## src/common/pic_pkg.sv

```systemverilog
// constants and types shared by the priority interrupt controller
package pic_pkg;
    localparam int unsigned PIC_VEC_W      = 9;
    localparam int unsigned PIC_PRI_W      = 4;
    localparam int unsigned PIC_NUM_LEVELS = 16;
    localparam int unsigned PIC_NUM_SRC    = 32;
    localparam int unsigned PIC_STACK_D    = 16;
    localparam logic [PIC_PRI_W-1:0] PIC_PRI_RST   = 4'h0;
    localparam logic [PIC_VEC_W-1:0] PIC_VEC_BASE  = 9'h000;

    typedef logic [PIC_PRI_W-1:0] pic_pri_t;
    typedef logic [PIC_VEC_W-1:0] pic_vec_t;
endpackage : pic_pkg

```

## src/common/pic_arb_if.sv

```systemverilog
// link between the controller and its arbitration tree
`timescale 1ns/1ps
interface pic_arb_if #(parameter int unsigned N = 32) ();
    import pic_pkg::*;
    logic     [N-1:0] pend;
    pic_pri_t         pri [N];
    logic             win_valid;
    pic_pri_t         win_pri;
    pic_vec_t         win_vec;
    modport ctrl (output pend, output pri, input win_valid, input win_pri, input win_vec);
    modport arb  (input pend, input pri, output win_valid, output win_pri, output win_vec);
endinterface : pic_arb_if

```

## src/rtl/pic_arbiter.sv

```systemverilog
// combinational priority arbiter with fixed tie-break order
`timescale 1ns/1ps
module pic_arbiter
    import pic_pkg::*;
#(
    parameter int unsigned N = PIC_NUM_SRC
) (
    pic_arb_if.arb arb
);
    always_comb begin
        arb.win_valid = 1'b0;
        arb.win_pri   = PIC_PRI_RST;
        arb.win_vec   = PIC_VEC_BASE;
        // strict greater-than keeps the lowest index among equal levels
        for (int i = 0; i < N; i++) begin
            if (arb.pend[i] && (!arb.win_valid || arb.pri[i] > arb.win_pri)) begin
                arb.win_valid = 1'b1;
                arb.win_pri   = arb.pri[i];
                arb.win_vec   = PIC_VEC_BASE + pic_vec_t'(i);
            end
        end
    end
endmodule : pic_arbiter

```

## src/rtl/pic_ctrl.sv

```systemverilog
// priority interrupt controller for one processor core
`timescale 1ns/1ps
module pic_ctrl
    import pic_pkg::*;
#(
    parameter int unsigned N = PIC_NUM_SRC,
    parameter int unsigned D = PIC_STACK_D
) (
    input  wire logic           i_clk_sys,
    input  wire logic           i_rst_n,
    input  wire logic [N-1:0]   i_irq,
    input  wire logic           i_pri_we,
    input  wire logic [8:0]     i_pri_sel,
    input  wire pic_pri_t       i_pri_wdata,
    input  wire logic           i_mask_we,
    input  wire pic_pri_t       i_mask_wdata,
    input  wire logic           i_ack,
    input  wire logic           i_eoi,
    output logic                o_irq_req,
    output pic_vec_t            o_irq_vec,
    output pic_pri_t            o_cur_pri,
    output pic_pri_t            o_ack_pri
);
    // =========================================================
    // helpers
    localparam int unsigned SW = $clog2(N);
    localparam int unsigned DW = $clog2(D);

    // source index behind a vector
    function automatic logic [SW-1:0] src_of(input pic_vec_t v);
        pic_vec_t off;
        off = v - PIC_VEC_BASE;
        return off[SW-1:0];
    endfunction : src_of

    // priority select that names a real source
    function automatic logic sel_ok(input logic [8:0] s);
        return s < 9'(N);
    endfunction : sel_ok

    // true when level a beats level b
    function automatic logic above(input pic_pri_t a, input pic_pri_t b);
        return a > b;
    endfunction : above

    // =========================================================
    // input synchronisers
    logic [N-1:0] irq_m_q, irq_s_q;
    always_ff @(posedge i_clk_sys or negedge i_rst_n) begin
        if (!i_rst_n) begin
            irq_m_q <= '0;
            irq_s_q <= '0;
        end else begin
            irq_m_q <= i_irq;
            irq_s_q <= irq_m_q;
        end
    end

    // =========================================================
    // state
    pic_pri_t         pri_q [N];
    pic_pri_t         pri_d [N];
    pic_pri_t         cur_q, cur_d;
    pic_pri_t         stk_q [D];
    pic_pri_t         stk_d [D];
    logic [4:0]       sp_q, sp_d;
    logic [N-1:0]     inserv_q, inserv_d;
    logic             req_q, req_d;
    pic_vec_t         vec_q, vec_d;
    pic_pri_t         ackp_q, ackp_d;
    logic             take;

    pic_arb_if #(.N(N)) arb_bus ();
    // private arbitration: nothing here is shared with the copy serving another core
    pic_arbiter #(.N(N)) u_arb (.arb(arb_bus.arb));

    always_comb begin
        for (int i = 0; i < N; i++) begin
            arb_bus.pend[i] = irq_s_q[i] && !inserv_q[i];
            arb_bus.pri[i]  = pri_q[i];
        end
    end

    // =========================================================
    // priority table
    always_comb begin
        pri_d = pri_q;
        // out-of-range selects are dropped rather than folded onto a real source
        if (i_pri_we && sel_ok(i_pri_sel))
            pri_d[i_pri_sel[SW-1:0]] = i_pri_wdata;
    end

    always_ff @(posedge i_clk_sys or negedge i_rst_n) begin
        if (!i_rst_n) begin
            for (int i = 0; i < N; i++) pri_q[i] <= PIC_PRI_RST;
        end else begin
            pri_q <= pri_d;
        end
    end

    // =========================================================
    // running level and its save stack
    always_comb begin
        cur_d    = cur_q;
        stk_d    = stk_q;
        sp_d     = sp_q;
        inserv_d = inserv_q;
        take     = i_ack && req_q;
        // a full stack refuses the push; the request drops and comes back next cycle
        if (take && sp_q < 5'(D)) begin
            stk_d[sp_q[DW-1:0]]     = cur_q;
            sp_d                    = sp_q + 5'h01;
            cur_d                   = ackp_q;
            inserv_d[src_of(vec_q)] = 1'b1;
        end else if (i_eoi && sp_q != 5'h00) begin
            sp_d     = sp_q - 5'h01;
            cur_d    = stk_q[sp_d[DW-1:0]];
            // sources drop their lines before end of service, so all marks clear at once
            inserv_d = '0;
        end else if (i_mask_we) begin
            cur_d    = i_mask_wdata;
        end
    end

    always_ff @(posedge i_clk_sys or negedge i_rst_n) begin
        if (!i_rst_n) begin
            for (int i = 0; i < D; i++) stk_q[i] <= PIC_PRI_RST;
            cur_q    <= PIC_PRI_RST;
            sp_q     <= 5'h00;
            inserv_q <= '0;
        end else begin
            stk_q    <= stk_d;
            cur_q    <= cur_d;
            sp_q     <= sp_d;
            inserv_q <= inserv_d;
        end
    end

    // =========================================================
    // request towards the core
    always_comb begin
        ackp_d = ackp_q;
        vec_d  = vec_q;
        // strictly above the running level only, so the mask blocks equal levels
        req_d  = arb_bus.win_valid && above(arb_bus.win_pri, cur_d) && !take;
        // vector and level move only with a fresh request, so an ack always pairs them
        if (req_d) begin
            vec_d  = arb_bus.win_vec;
            ackp_d = arb_bus.win_pri;
        end
    end

    always_ff @(posedge i_clk_sys or negedge i_rst_n) begin
        if (!i_rst_n) begin
            req_q  <= 1'b0;
            vec_q  <= PIC_VEC_BASE;
            ackp_q <= PIC_PRI_RST;
        end else begin
            req_q  <= req_d;
            vec_q  <= vec_d;
            ackp_q <= ackp_d;
        end
    end

    assign o_irq_req = req_q;
    assign o_irq_vec = vec_q;
    assign o_cur_pri = cur_q;
    assign o_ack_pri = ackp_q;

    // =========================================================
    // arbitration cross-check
    // an independent scan for any pending source that should have beaten the winner
    logic beat_err;
    always_comb begin
        beat_err = 1'b0;
        for (int i = 0; i < N; i++) begin
            if (arb_bus.pend[i] && above(arb_bus.pri[i], arb_bus.win_pri))
                beat_err = 1'b1;
            if (arb_bus.pend[i] && arb_bus.pri[i] == arb_bus.win_pri && i < int'(src_of(arb_bus.win_vec)))
                beat_err = 1'b1;
        end
    end

    // =========================================================
    // checks
    req_above_a: assert property (
        @(posedge i_clk_sys) disable iff (!i_rst_n) o_irq_req |-> o_ack_pri > $past(cur_d))
        else $error("request not above level");
    stale_req_a: assert property (
        @(posedge i_clk_sys) disable iff (!i_rst_n) o_irq_req |-> !inserv_q[src_of(o_irq_vec)])
        else $error("request for a source in service");
    ack_drop_a: assert property (
        @(posedge i_clk_sys) disable iff (!i_rst_n) (i_ack && o_irq_req) |=> !o_irq_req)
        else $error("req after ack");

    vec_range_a: assert property (
        @(posedge i_clk_sys) disable iff (!i_rst_n) o_irq_req |-> (o_irq_vec - PIC_VEC_BASE) < 9'(N))
        else $error("vector outside source range");
    fixed_tie_a: assert property (
        @(posedge i_clk_sys) disable iff (!i_rst_n) arb_bus.win_valid |-> !beat_err)
        else $error("arbitration winner beaten");
    pri_write_a: assert property (
        @(posedge i_clk_sys) disable iff (!i_rst_n)
        (i_pri_we && sel_ok(i_pri_sel)) |=> pri_q[$past(i_pri_sel[SW-1:0])] == $past(i_pri_wdata))
        else $error("priority write lost");

    mask_set_a: assert property (
        @(posedge i_clk_sys) disable iff (!i_rst_n)
        (i_mask_we && !i_ack && !i_eoi) |=> o_cur_pri == $past(i_mask_wdata))
        else $error("mask lost");
    level_hold_a: assert property (
        @(posedge i_clk_sys) disable iff (!i_rst_n)
        (!i_mask_we && !i_eoi && !(i_ack && o_irq_req)) |=> $stable(o_cur_pri))
        else $error("level moved without cause");

    ack_raise_a: assert property (
        @(posedge i_clk_sys) disable iff (!i_rst_n)
        (i_ack && o_irq_req && sp_q < 5'(D)) |=> o_cur_pri == $past(o_ack_pri))
        else $error("ack no raise");
    eoi_pop_a: assert property (
        @(posedge i_clk_sys) disable iff (!i_rst_n)
        (i_eoi && !(i_ack && o_irq_req) && sp_q != 5'h00) |=> sp_q == $past(sp_q) - 5'h01)
        else $error("eoi");
    stack_bound_a: assert property (
        @(posedge i_clk_sys) disable iff (!i_rst_n) sp_q <= 5'(D))
        else $error("stack pointer past depth");
endmodule : pic_ctrl

```

## config.mk

```make
export PLATFORM = sky130hd
export DESIGN_NAME = pic_ctrl
export DESIGN_NICKNAME = d
export VERILOG_FILES = /design/src/common/pic_pkg.sv /design/src/common/pic_arb_if.sv /design/src/rtl/pic_arbiter.sv /design/src/rtl/pic_ctrl.sv
export SDC_FILE = /design/constraint.sdc
export NUM_CORES = 1
export LEC_CHECK = 0
export BUFFER_PORTS_ARGS = -buffer_cell sky130_fd_sc_hd__buf_2
export CORE_ASPECT_RATIO = 1.4
export CORE_MARGIN = 3
export CORE_UTILIZATION = 25
export CTS_CLUSTER_DIAMETER = 30
export DETAILED_ROUTE_END_ITERATION = 12
export GPL_ROUTABILITY_DRIVEN = 0
export SLEW_MARGIN = 10
export SYNTH_ARGS = -nofsm -noshare
export SYNTH_HDL_FRONTEND = slang
export SYNTH_SLANG_ARGS = --single-unit
export TNS_END_PERCENT = 5
```

## constraint.sdc

```tcl
create_clock -name i_clk_sys -period 51.9 [get_ports i_clk_sys]
set_clock_uncertainty 0.1 [all_clocks]
set_input_delay 10.38 -clock i_clk_sys [delete_from_list [all_inputs] [get_ports i_clk_sys]]
set_output_delay 10.38 -clock i_clk_sys [all_outputs]
set_load 0.02 [all_outputs]
```

# After elaboration in Yosys (flattened, before gate mapping)
# Cells that the tools add are included.
# W data, S select, Z words.
# word_totals
regBits,311
latchBits,0
mem_bits_rw,0
rom_bits,0
n_memories,0
# classes
addsub,2
n_mul,0
div,0
n_lt_le_gt_ge,41
eq_ne,0
n_shift,0
n_mux,113
bitwise,4
reduce_logical,169
# op_table
operator,n
$mux W4,47
$bwmux W128,1
$gt A4 B4 Y1,32
$mux W5,18
$logic_and A1 B1 Y1,72
$bwmux W64,1
$logic_not A1 Y1,64
$mux W32,2
$mux W1,34
$or A32 B32 Y32,1
$logic_or A1 B1 Y1,31
$demux W4 S5,1
$bmux W4 S4,1
$demux W4 S4,1
$mux W3,4
$ge A5 B5 Y1 const B,2
$not A4 Y5,2
$lt A9 B6 Y1 const B,1
$ge A6 B6 Y1 const B,1
$lt A5 B6 Y1 const B,1
$lt A6 B1 Y1 const B,1
$not A5 Y6,1
$add A5 B1 Y5 const B,1
$demux W1 S5,1
7 further kinds,8

# Logic depth before layout (Yosys ltp)
# Gate-level depths: netlist (run 1).
# logic_depth
word_depth,130
depth_mapped,297
mapped_depth_nobuf,286

# Cells and area by module
# Synthesis (run 1) repeated with hierarchy kept, for this count alone.
# hier_totals
hier_cells,1881
hier_area_um2,19202.2
# modules_own_cells
module,n_inst,cells_each,area_each_um2,seq_area_each_um2
pic_ctrl,1,869,12161.7,7782.5
pic_arbiter,1,1012,7040.5,0.0

# Least setup slack after synthesis (run 1)
# No wires, ideal clock.
# synth_path
path_kind,flip-flop to flip-flop
startpoint,register inserv_q[0]
endpoint,register vec_q[1] (netlist: o_irq_vec[1])
setup_time_ns,0.121
t_arrival_ns,49.249
t_required_ns,51.679
slack_ns,2.430
stages_incl_launch_ff,271
path_cell_list,dfrtp_1 -> nor2b_1 -> buf_2 -> nand2_1 -> ha_1 -> nor2b_1 -> o211ai_1 -> a21oi_1 -> o21ai_0 -> inv_1 -> ha_1 -> nor2b_1 -> o211ai_1 -> a211o_1 -> o211a_1 -> or2_2 -> ha_1 -> nor2b_1 -> (+235 left out) -> nor2_1 -> ha_1 -> nor2b_1 -> o21ai_0 -> nand2b_1 -> a21oi_1 -> a41o_1 -> a21o_1 -> clkbuf_1 -> o21ai_0 -> o22a_1 -> ha_1 -> nand3_1 -> o21a_1 -> o311a_1 -> clkbuf_1 -> o21ai_0 -> o22a_1
# synth_via
elab_chain_cells,130
# synth_lines
item,line_no,source
start: declaration,pic_ctrl.sv:67,"logic [N-1:0] inserv_q, inserv_d;"
start signal: assignment,pic_ctrl.sv:135,inserv_q <= inserv_d;
$logic_not A1 Y1 (*),pic_ctrl.sv:79,arb_bus.pend[i] = irq_s_q[i] && !inserv_q[i];
$logic_and A1 B1 Y1 (*),pic_ctrl.sv:79,
$mux W4 or $mux W1 (tied branches),pic_arbiter.sv:16,if (arb.pend[i] && (!arb.win_valid || arb.pri[i] > arb.win_pri)) begin
$gt A4 B4 Y1 or $logic_not A1 Y1 (tied branches),pic_arbiter.sv:16,
$logic_or A1 B1 Y1,pic_arbiter.sv:16,
$logic_and A1 B1 Y1,pic_arbiter.sv:16,
$mux W4 or $mux W1 (tied branches),pic_arbiter.sv:16,
$gt A4 B4 Y1 or $logic_not A1 Y1 (tied branches),pic_arbiter.sv:16,
(+115 left out),-,
$gt A4 B4 Y1 or $logic_not A1 Y1 (tied branches),pic_arbiter.sv:16,
$logic_or A1 B1 Y1,pic_arbiter.sv:16,
$logic_and A1 B1 Y1,pic_arbiter.sv:16,
$mux W4 (*),pic_arbiter.sv:16,
via arb_bus.win_pri[3],pic_arb_if.sv:8,pic_pri_t win_pri;
$gt A4 B4 Y1 (*),pic_ctrl.sv:43,return a > b;
$logic_and A1 B1 Y1 (*) (2 in a row),pic_ctrl.sv:145,"req_d = arb_bus.win_valid && above(arb_bus.win_pri, cur_d) && !take;"
via req_d,pic_ctrl.sv:68,"logic req_q, req_d;"
end signal: assignment,pic_ctrl.sv:160,vec_q <= vec_d;
end: declaration,pic_ctrl.sv:69,"pic_vec_t vec_q, vec_d;"
# The timed path passes the listed nets; every way through them passes the cells marked *.
# A chain may end at the register's enable or synchronous reset.

# Worst setup path after layout (run 1)
# layout_path
startpoint,register inserv_q[0]
endpoint,register ackp_q[3] (netlist: o_ack_pri[3])
# layout_via
elab_chain_cells,130
# layout_lines
item,line_no,source
$logic_not A1 Y1 (*),pic_ctrl.sv:79,
$logic_and A1 B1 Y1 (*),pic_ctrl.sv:79,
$mux W4 or $mux W1 (tied branches),pic_arbiter.sv:16,
$gt A4 B4 Y1 or $logic_not A1 Y1 (tied branches),pic_arbiter.sv:16,
$logic_or A1 B1 Y1,pic_arbiter.sv:16,
$logic_and A1 B1 Y1,pic_arbiter.sv:16,
$mux W4 or $mux W1 (tied branches),pic_arbiter.sv:16,
$gt A4 B4 Y1 or $logic_not A1 Y1 (tied branches),pic_arbiter.sv:16,
(+114 left out),-,
$mux W4 or $mux W1 (tied branches),pic_arbiter.sv:16,
$gt A4 B4 Y1 or $logic_not A1 Y1 (tied branches),pic_arbiter.sv:16,
$logic_or A1 B1 Y1,pic_arbiter.sv:16,
$logic_and A1 B1 Y1,pic_arbiter.sv:16,
$mux W4 (*),pic_arbiter.sv:16,
via arb_bus.win_pri[3],pic_arb_if.sv:8,
$gt A4 B4 Y1,pic_ctrl.sv:43,
$logic_and A1 B1 Y1 (2 in a row),pic_ctrl.sv:145,
end signal: assignment,pic_ctrl.sv:161,ackp_q <= ackp_d;
end: declaration,pic_ctrl.sv:70,"pic_pri_t ackp_q, ackp_d;"
# Marks and branches as above.

==> results of run 1 <==
## metal layers
metal / wire length (um) / share of wire / global-route usage / up-vias
met4: 2130 / 0.038 / 0.0608 / 2
met1: 22500 / 0.40 / 0.156 / 7725
met3: 2510 / 0.045 / 0.0263 / 145
met2: 29000 / 0.52 / 0.247 / 349
li1: - / - / - / 7435
met5: 20 / 0.00036 / 0 / -
## area by class of cell
type,instances,area [sq um],area share
flip-flops and latches,307,7680,0.308
clock buffers,100,2230,0.0894
inverters,114,428,0.0172
repair buffers,171,1150,0.0460
multi-input cells,1428,11400,0.455
well taps,968,1210,0.0486
clock inverters,47,878,0.0352
diodes,5,12.5,0.000502
## worst paths after layout
| path | to | startpoint |
|---|---|---|
| min reg2reg | irq_s_q[21]$_DFF_PN0_ | irq_m_q[21]$_DFF_PN0_ |
| max in group asynchronous | arb_bus.pri[0]$_DFFE_PN0P_ | i_rst_n |
| max reg2reg | o_ack_pri[3]$_DFFE_PN0P_ | inserv_q[0]$_DFFE_PN0P_ |
| min | irq_s_q[21]$_DFF_PN0_ | irq_m_q[21]$_DFF_PN0_ |
| max | o_ack_pri[3]$_DFFE_PN0P_ | inserv_q[0]$_DFFE_PN0P_ |
| min in group asynchronous | irq_m_q[17]$_DFF_PN0_ | i_rst_n |
## kinds of logic (layout without fill, tap and decap cells)
family	after synthesis	in the layout	synth area share
muxes	235	235	0.150
other	1	9	0.000197
and+or+nand+nor	591	591	0.155
xor gates and xnor gates	5	5	0.00230
adders and majority gates	110	110	0.0722
DFF	307	307	0.404
AOI/OAI and AO/OA	483	483	0.180
buffers and inverters	174	432	0.0359
## repair_timing
item / CTS / global route
gates resized for setup: 1 / 147
setup endpoints to repair: 8 / 10
buffers inserted: 0 / 34
pin swaps: 0 / 32
hold buffers: 0 / 0
## registers in the layout, summed over array words and instances (netlist names)
| register | count |
|---|---|
| inserv_q | 32 |
| o_cur_pri | 4 |
| stk_q | 64 |
| arb_bus.pri | 128 |
| sp_q | 5 |
| o_irq_vec | 5 |
| o_ack_pri | 4 |
| irq_s_q | 32 |
| o_irq_req | 1 |
| irq_m_q | 32 |
## placed cells by master (no fill, tap or decap), drive strengths merged, types with 20 or more instances in the layout
cell type / netlist / final
clkinv: 0 / 20
nand2: 164 / 164
nor3: 28 / 28
mux2: 184 / 184
inv: 114 / 115
buf: 11 / 171
a31oi: 26 / 26
nand3: 44 / 44
o211ai: 22 / 22
mux4: 20 / 20
nand2b: 37 / 37
mux2i: 31 / 31
a21oi: 124 / 124
o21ai: 105 / 105
nor2: 150 / 150
dfrtp: 307 / 307
and2: 32 / 32
a211oi: 21 / 21
a21o: 20 / 20
nor2b: 44 / 44
ha: 108 / 108
clkbuf: 49 / 100
## stage by stage
stage                     worst slack (ps)  hold slack, ps  cells  cell area [sq um]  utilization
after floorplan                       2430             231   1909              19000            -
after global placement                 454             234   2954              20900        0.277
after detailed placement              59.4             235   2954              20900        0.277
after CTS                             24.4             230   3101              24000        0.318
after global routing                  -457             240   3136              24900        0.331
final                                 2530             227   3140              24900        0.331
==> summary.md, run 1 <==
| Metric | Value |
|---|---|
| Gr ovfl total | 0 |
| Worst reg2reg path depth | 265 |
| Worst-Skew Late Latency | roughly 630 ps |
| Antenna violations before repair | 7 |
| Synth unique cells | 108 |
| Max Buffers Root-to-Sink | 3 |
| Synth-to-layout area growth | 31.3% |
| Synth area leaders | dfrtp_1, mux2_2, ha_1 |
| Endpoints failing setup | 0 |
| Worst Setup End Kind | flip-flop |
| Share of layout cells above drive strength 1 | 0.311 |
| Critical path type | reg -> reg |
| Initial Util | 0.252 |
| Clk root buf | clkbuf_16 |
| Total track usage | 0.137 |
| CTS tree | built |
| Hold Violations, Final | 0 |
| Port buffer count | 68 |
| Post-synthesis register bit count | slightly above 300 |
| Top_reg_cell synth | dfrtp_1 |
| Die W | roughly 240 um |
| Sequential share of the synthesized area | 0.404 |
| Avg Inst Size Synth | 9.97 sq um |
| Largest area contributor in the netlist | dfrtp_1 |
| Worst hold stages | 0 |
| Max Clock Freq | 0.0203 GHz |
| Largest net degree at the start of global routing | 125 |
| Fin. max-slew vios | 0 |
| Detail Route Antenna Nets | 0 |
| Boundary pin count | 73 |
| Initial DRC Count | 894 |
| Most frequent cells after synthesis | dfrtp_1, mux2_2, nand2_1 |
| Gate Count Post-Synth | 1906 |
| Synth top area share | 0.404 |
| Core Footprint | 0.0753 sq mm |
| Top cell family by delay on the critical path | compound AO/OA/AOI/OAI gates |
| Post-synth EDFFs | 0 |
| CP arrival | ~50000 ps |
| MaxCap Viol Count | 0 |
| Routed len/inst | 17.9 um |
| First-pass GRT wire length | approximately 86000 um |
| Fin crit share | 0.951 |
| Worst path depth | ~270 |
| Num CTS Buffers | 82 |
| # nets final | 2267 |
| TritonCTS Sinks | 307 |
| Rows | 119 |
| Clock slew at reported path FFs | 40 ps |
| Post-route setup TNS | 0 ps |
| Die height | 332 um |
| Crit path launch type | flip-flop |
| Routed WL | 56200 um |
| Setup slack, reg-to-reg | 2530 ps |
| Critical path's slowest cell | or4b_4 |
| Asr flop ratio synth | 1.00 |
| Min cycle time layout | between 40000 and 50000 ps |
| HP Class | reg -> reg |
| Drt pass-1 iters | 7 |
| Number of global-route vias before repair | approximately 16000 |
| Via count | ~16000 |
| Critical Path Max Stage Delay | 530 ps |
| Req. time, crit path | 52310 ps |
| Die ar. | a little under 0.08 sq mm |
| Fillcell total | about 7600 |
| Vias per inst | 4.99 |
| Most frequent cell after synthesis | dfrtp_1 |
| Max-Slew Margin vs Limit | 0.278 |
| Area of the mapped netlist | around 0.019 sq mm |
| Post-detailed-placement half-perimeter wirelength | 39900 um |
| CP max FO | 11 |
| Worst-Margin Slew | 1080 ps |
| Worst path bufs/invs | 23 |
| Status | finished clean |
| Most used cell, CP | ha_1 |
| H-tree levels | 3 |
| YS warnings | 0 |
| Residual DRC | 0 |
Power of run 1 is left out: the tool's default activity adds up to more than one toggle a clock period on the data nets, which glitch-free logic cannot reach.
==> run 2, diff against run 1 <==
- MAX_ROUTING_LAYER: unset -> met4
==> summary.md, run 2 (same netlist as run 1, synthesis figures left out) <==
| Metric | Value |
|---|---|
| MaxCap Viol Count | 0 |
| Die ar. | 0.0794 sq mm |
| Fin. max-slew vios | 0 |
| Number of flip-flops in the largest register | 128 |
| Rows | 119 |
| Min cycle time layout | 49210 ps |
| Commonest cells after routing, fill and taps aside | dfrtp_1, mux2_2, nand2_1 |
| Req. time, crit path | 52310 ps |
| Worst-Margin Slew | 1080 ps |
| FF/Latch Area | between 0.007 and 0.008 sq mm |
| Total track usage | 0.141 |
| Detail Route Antenna Nets | 0 |
| Fillcell total | 7610 |
| Critical path type | reg -> reg |
| Status | finished clean |
| Worst reg2reg path depth | 266 |
| Max-Slew Margin vs Limit | 0.274 |
| Worst hold stages | 0 |
| Boundary pin count | 73 |
| Clock slew at reported path FFs | 40 ps |
| # nets final | around 2300 |
| HP Class | reg -> reg |
| Die W | 239 um |
| Num CTS Buffers | 82 |
| Min-Delay Startpoint | irq_m_q[21]$_DFF_PN0_ |
| Most common cell after layout, fill and taps aside | dfrtp_1 |
| H-tree levels | 3 |
| Vias per inst | 4.97 |
| Hold EP | irq_s_q[21]$_DFF_PN0_ |
| RR Startpoint | inserv_q[0]$_DFFE_PN0P_ |
| Initial Util | 0.252 |
| Most used cell, CP | ha_1 |
| Via count | about 16000 |
| Endpoints failing setup | 0 |
| First-pass GRT wire length | about 86000 um |
| Routed len/inst | around 18 um |
| Setup slack, reg-to-reg | approximately 2700 ps |
| Die height | about 330 um |
| End-of-flow core utilization | 0.331 |
| Hold-fix buffers, CTS | 0 |
| Worst-Skew Late Latency | 630 ps |
| Multi-input gate area | 0.0114 sq mm |
| Crit path launch type | flip-flop |
| TritonCTS Sinks | ~310 |
| Critical path's slowest cell | or4b_4 |
| Synth-to-layout area growth | 31.3% |
| CP max FO | 11 |
| Residual DRC | 0 |
| Critical Path Max Stage Delay | 540 ps |
| Port buffer count | 68 |
| Worst Setup End Kind | flip-flop |
| Worst reg2reg path endpoint | o_ack_pri[3]$_DFFE_PN0P_ |
| Gr ovfl total | 0 |
| Initial DRC Count | roughly 1000 |
| Hold Violations, Final | 0 |
| Max Clock Freq | between 0.02 and 0.025 GHz |
| Share of layout cells above drive strength 1 | 0.311 |
| CTS tree | built |
| Max Buffers Root-to-Sink | 3 |
| Routed WL | between 50000 and 60000 um |
| CP arrival | 49620 ps |
| Clk root buf | clkbuf_16 |
| Fin crit share | 0.948 |
| Largest net degree at the start of global routing | ~130 |
| Core Footprint | 0.0753 sq mm |
| Post-detailed-placement half-perimeter wirelength | 39900 um |
| Number of global-route vias before repair | 15842 |
| Antenna violations before repair | 7 |
| Drt pass-1 iters | 7 |
==> run 2: cell types whose count changed in the layout (fill, tap and decap cells not counted) <==
cell      before  now
o311ai_0       7    6
o31ai_4        5    6
o311ai_1       2    4
a211oi_1      10   11
a311oi_1       2    1
a311oi_2       2    3
diode_2        5    4
a211oi_2       9    8
o31ai_2        3    2
o311ai_2       1    0
buf_4         99  100
==> run 2: layout make-up <==
type / instances / area share
repair buffers: 172 / 0.0463
inverters: 114 / 0.0172
flip-flops and latches: 307 / 0.308
multi-input cells: 1428 / 0.455
well taps: 968 / 0.0485
clock buffers: 100 / 0.0894
diodes: 4 / 0.000401
clock inverters: 47 / 0.0352
==> run 2: how the worst max path moves through the flow <==
stage                            start                       end  slack (ps)  cells after the start
2_1_floorplan  inserv_q[0]$_DFFE_PN0P_  o_irq_vec[1]$_DFFE_PN0P_        2430                    270
3_5_place_dp   inserv_q[0]$_DFFE_PN0P_  o_irq_vec[4]$_DFFE_PN0P_          60                    266
3_3_place_gp   inserv_q[0]$_DFFE_PN0P_  o_ack_pri[1]$_DFFE_PN0P_         450                    267
6_report       inserv_q[0]$_DFFE_PN0P_  o_ack_pri[3]$_DFFE_PN0P_        2690                    266
5_1_grt        inserv_q[0]$_DFFE_PN0P_  o_ack_pri[3]$_DFFE_PN0P_        -380                    277
4_1_cts        inserv_q[0]$_DFFE_PN0P_  o_irq_vec[4]$_DFFE_PN0P_          20                    267
==> run 2: worst max-delay path, delay by kind of cell, from the launching register on <==
kind | cells | cell delay [ps]
simple gates | 69 | 10060
buf+inv | 23 | 2760
fa+ha+maj | 34 | 10160
mux | 15 | 3890
flops | 1 | 450
compound gates | 125 | 21590
==> run 2: what timing repair did <==
| item | CTS | global route |
|---|---|---|
| buffers inserted | 0 | 35 |
| gates resized for setup | 1 | 148 |
| setup endpoints to repair | 8 | 10 |
| pin swaps | 0 | 31 |
==> run 2: routing by layer <==
metal / global-route usage / routed length, um
met1: 0.155 / 22400
met2: 0.248 / 29100
met3: 0.0276 / 2630
met4: 0.0601 / 1950
met5: - / 0
==> run 2: metrics by stage <==
stage | setup TNS (ps) | setup WS (ps) | instances | instance area (sq um) | hold WS [ps]
after floorplan | 0 | 2430 | 1909 | 19000 | 231
after global placement | 0 | 454 | 2954 | 20900 | 234
after detailed placement | 0 | 59.4 | 2954 | 20900 | 235
after CTS | 0 | 24.4 | 3101 | 24000 | 230
after global routing | -2980 | -376 | 3140 | 24900 | 240
final | 0 | 2690 | 3140 | 24900 | 227
Power of run 2 is left out for the same reason.
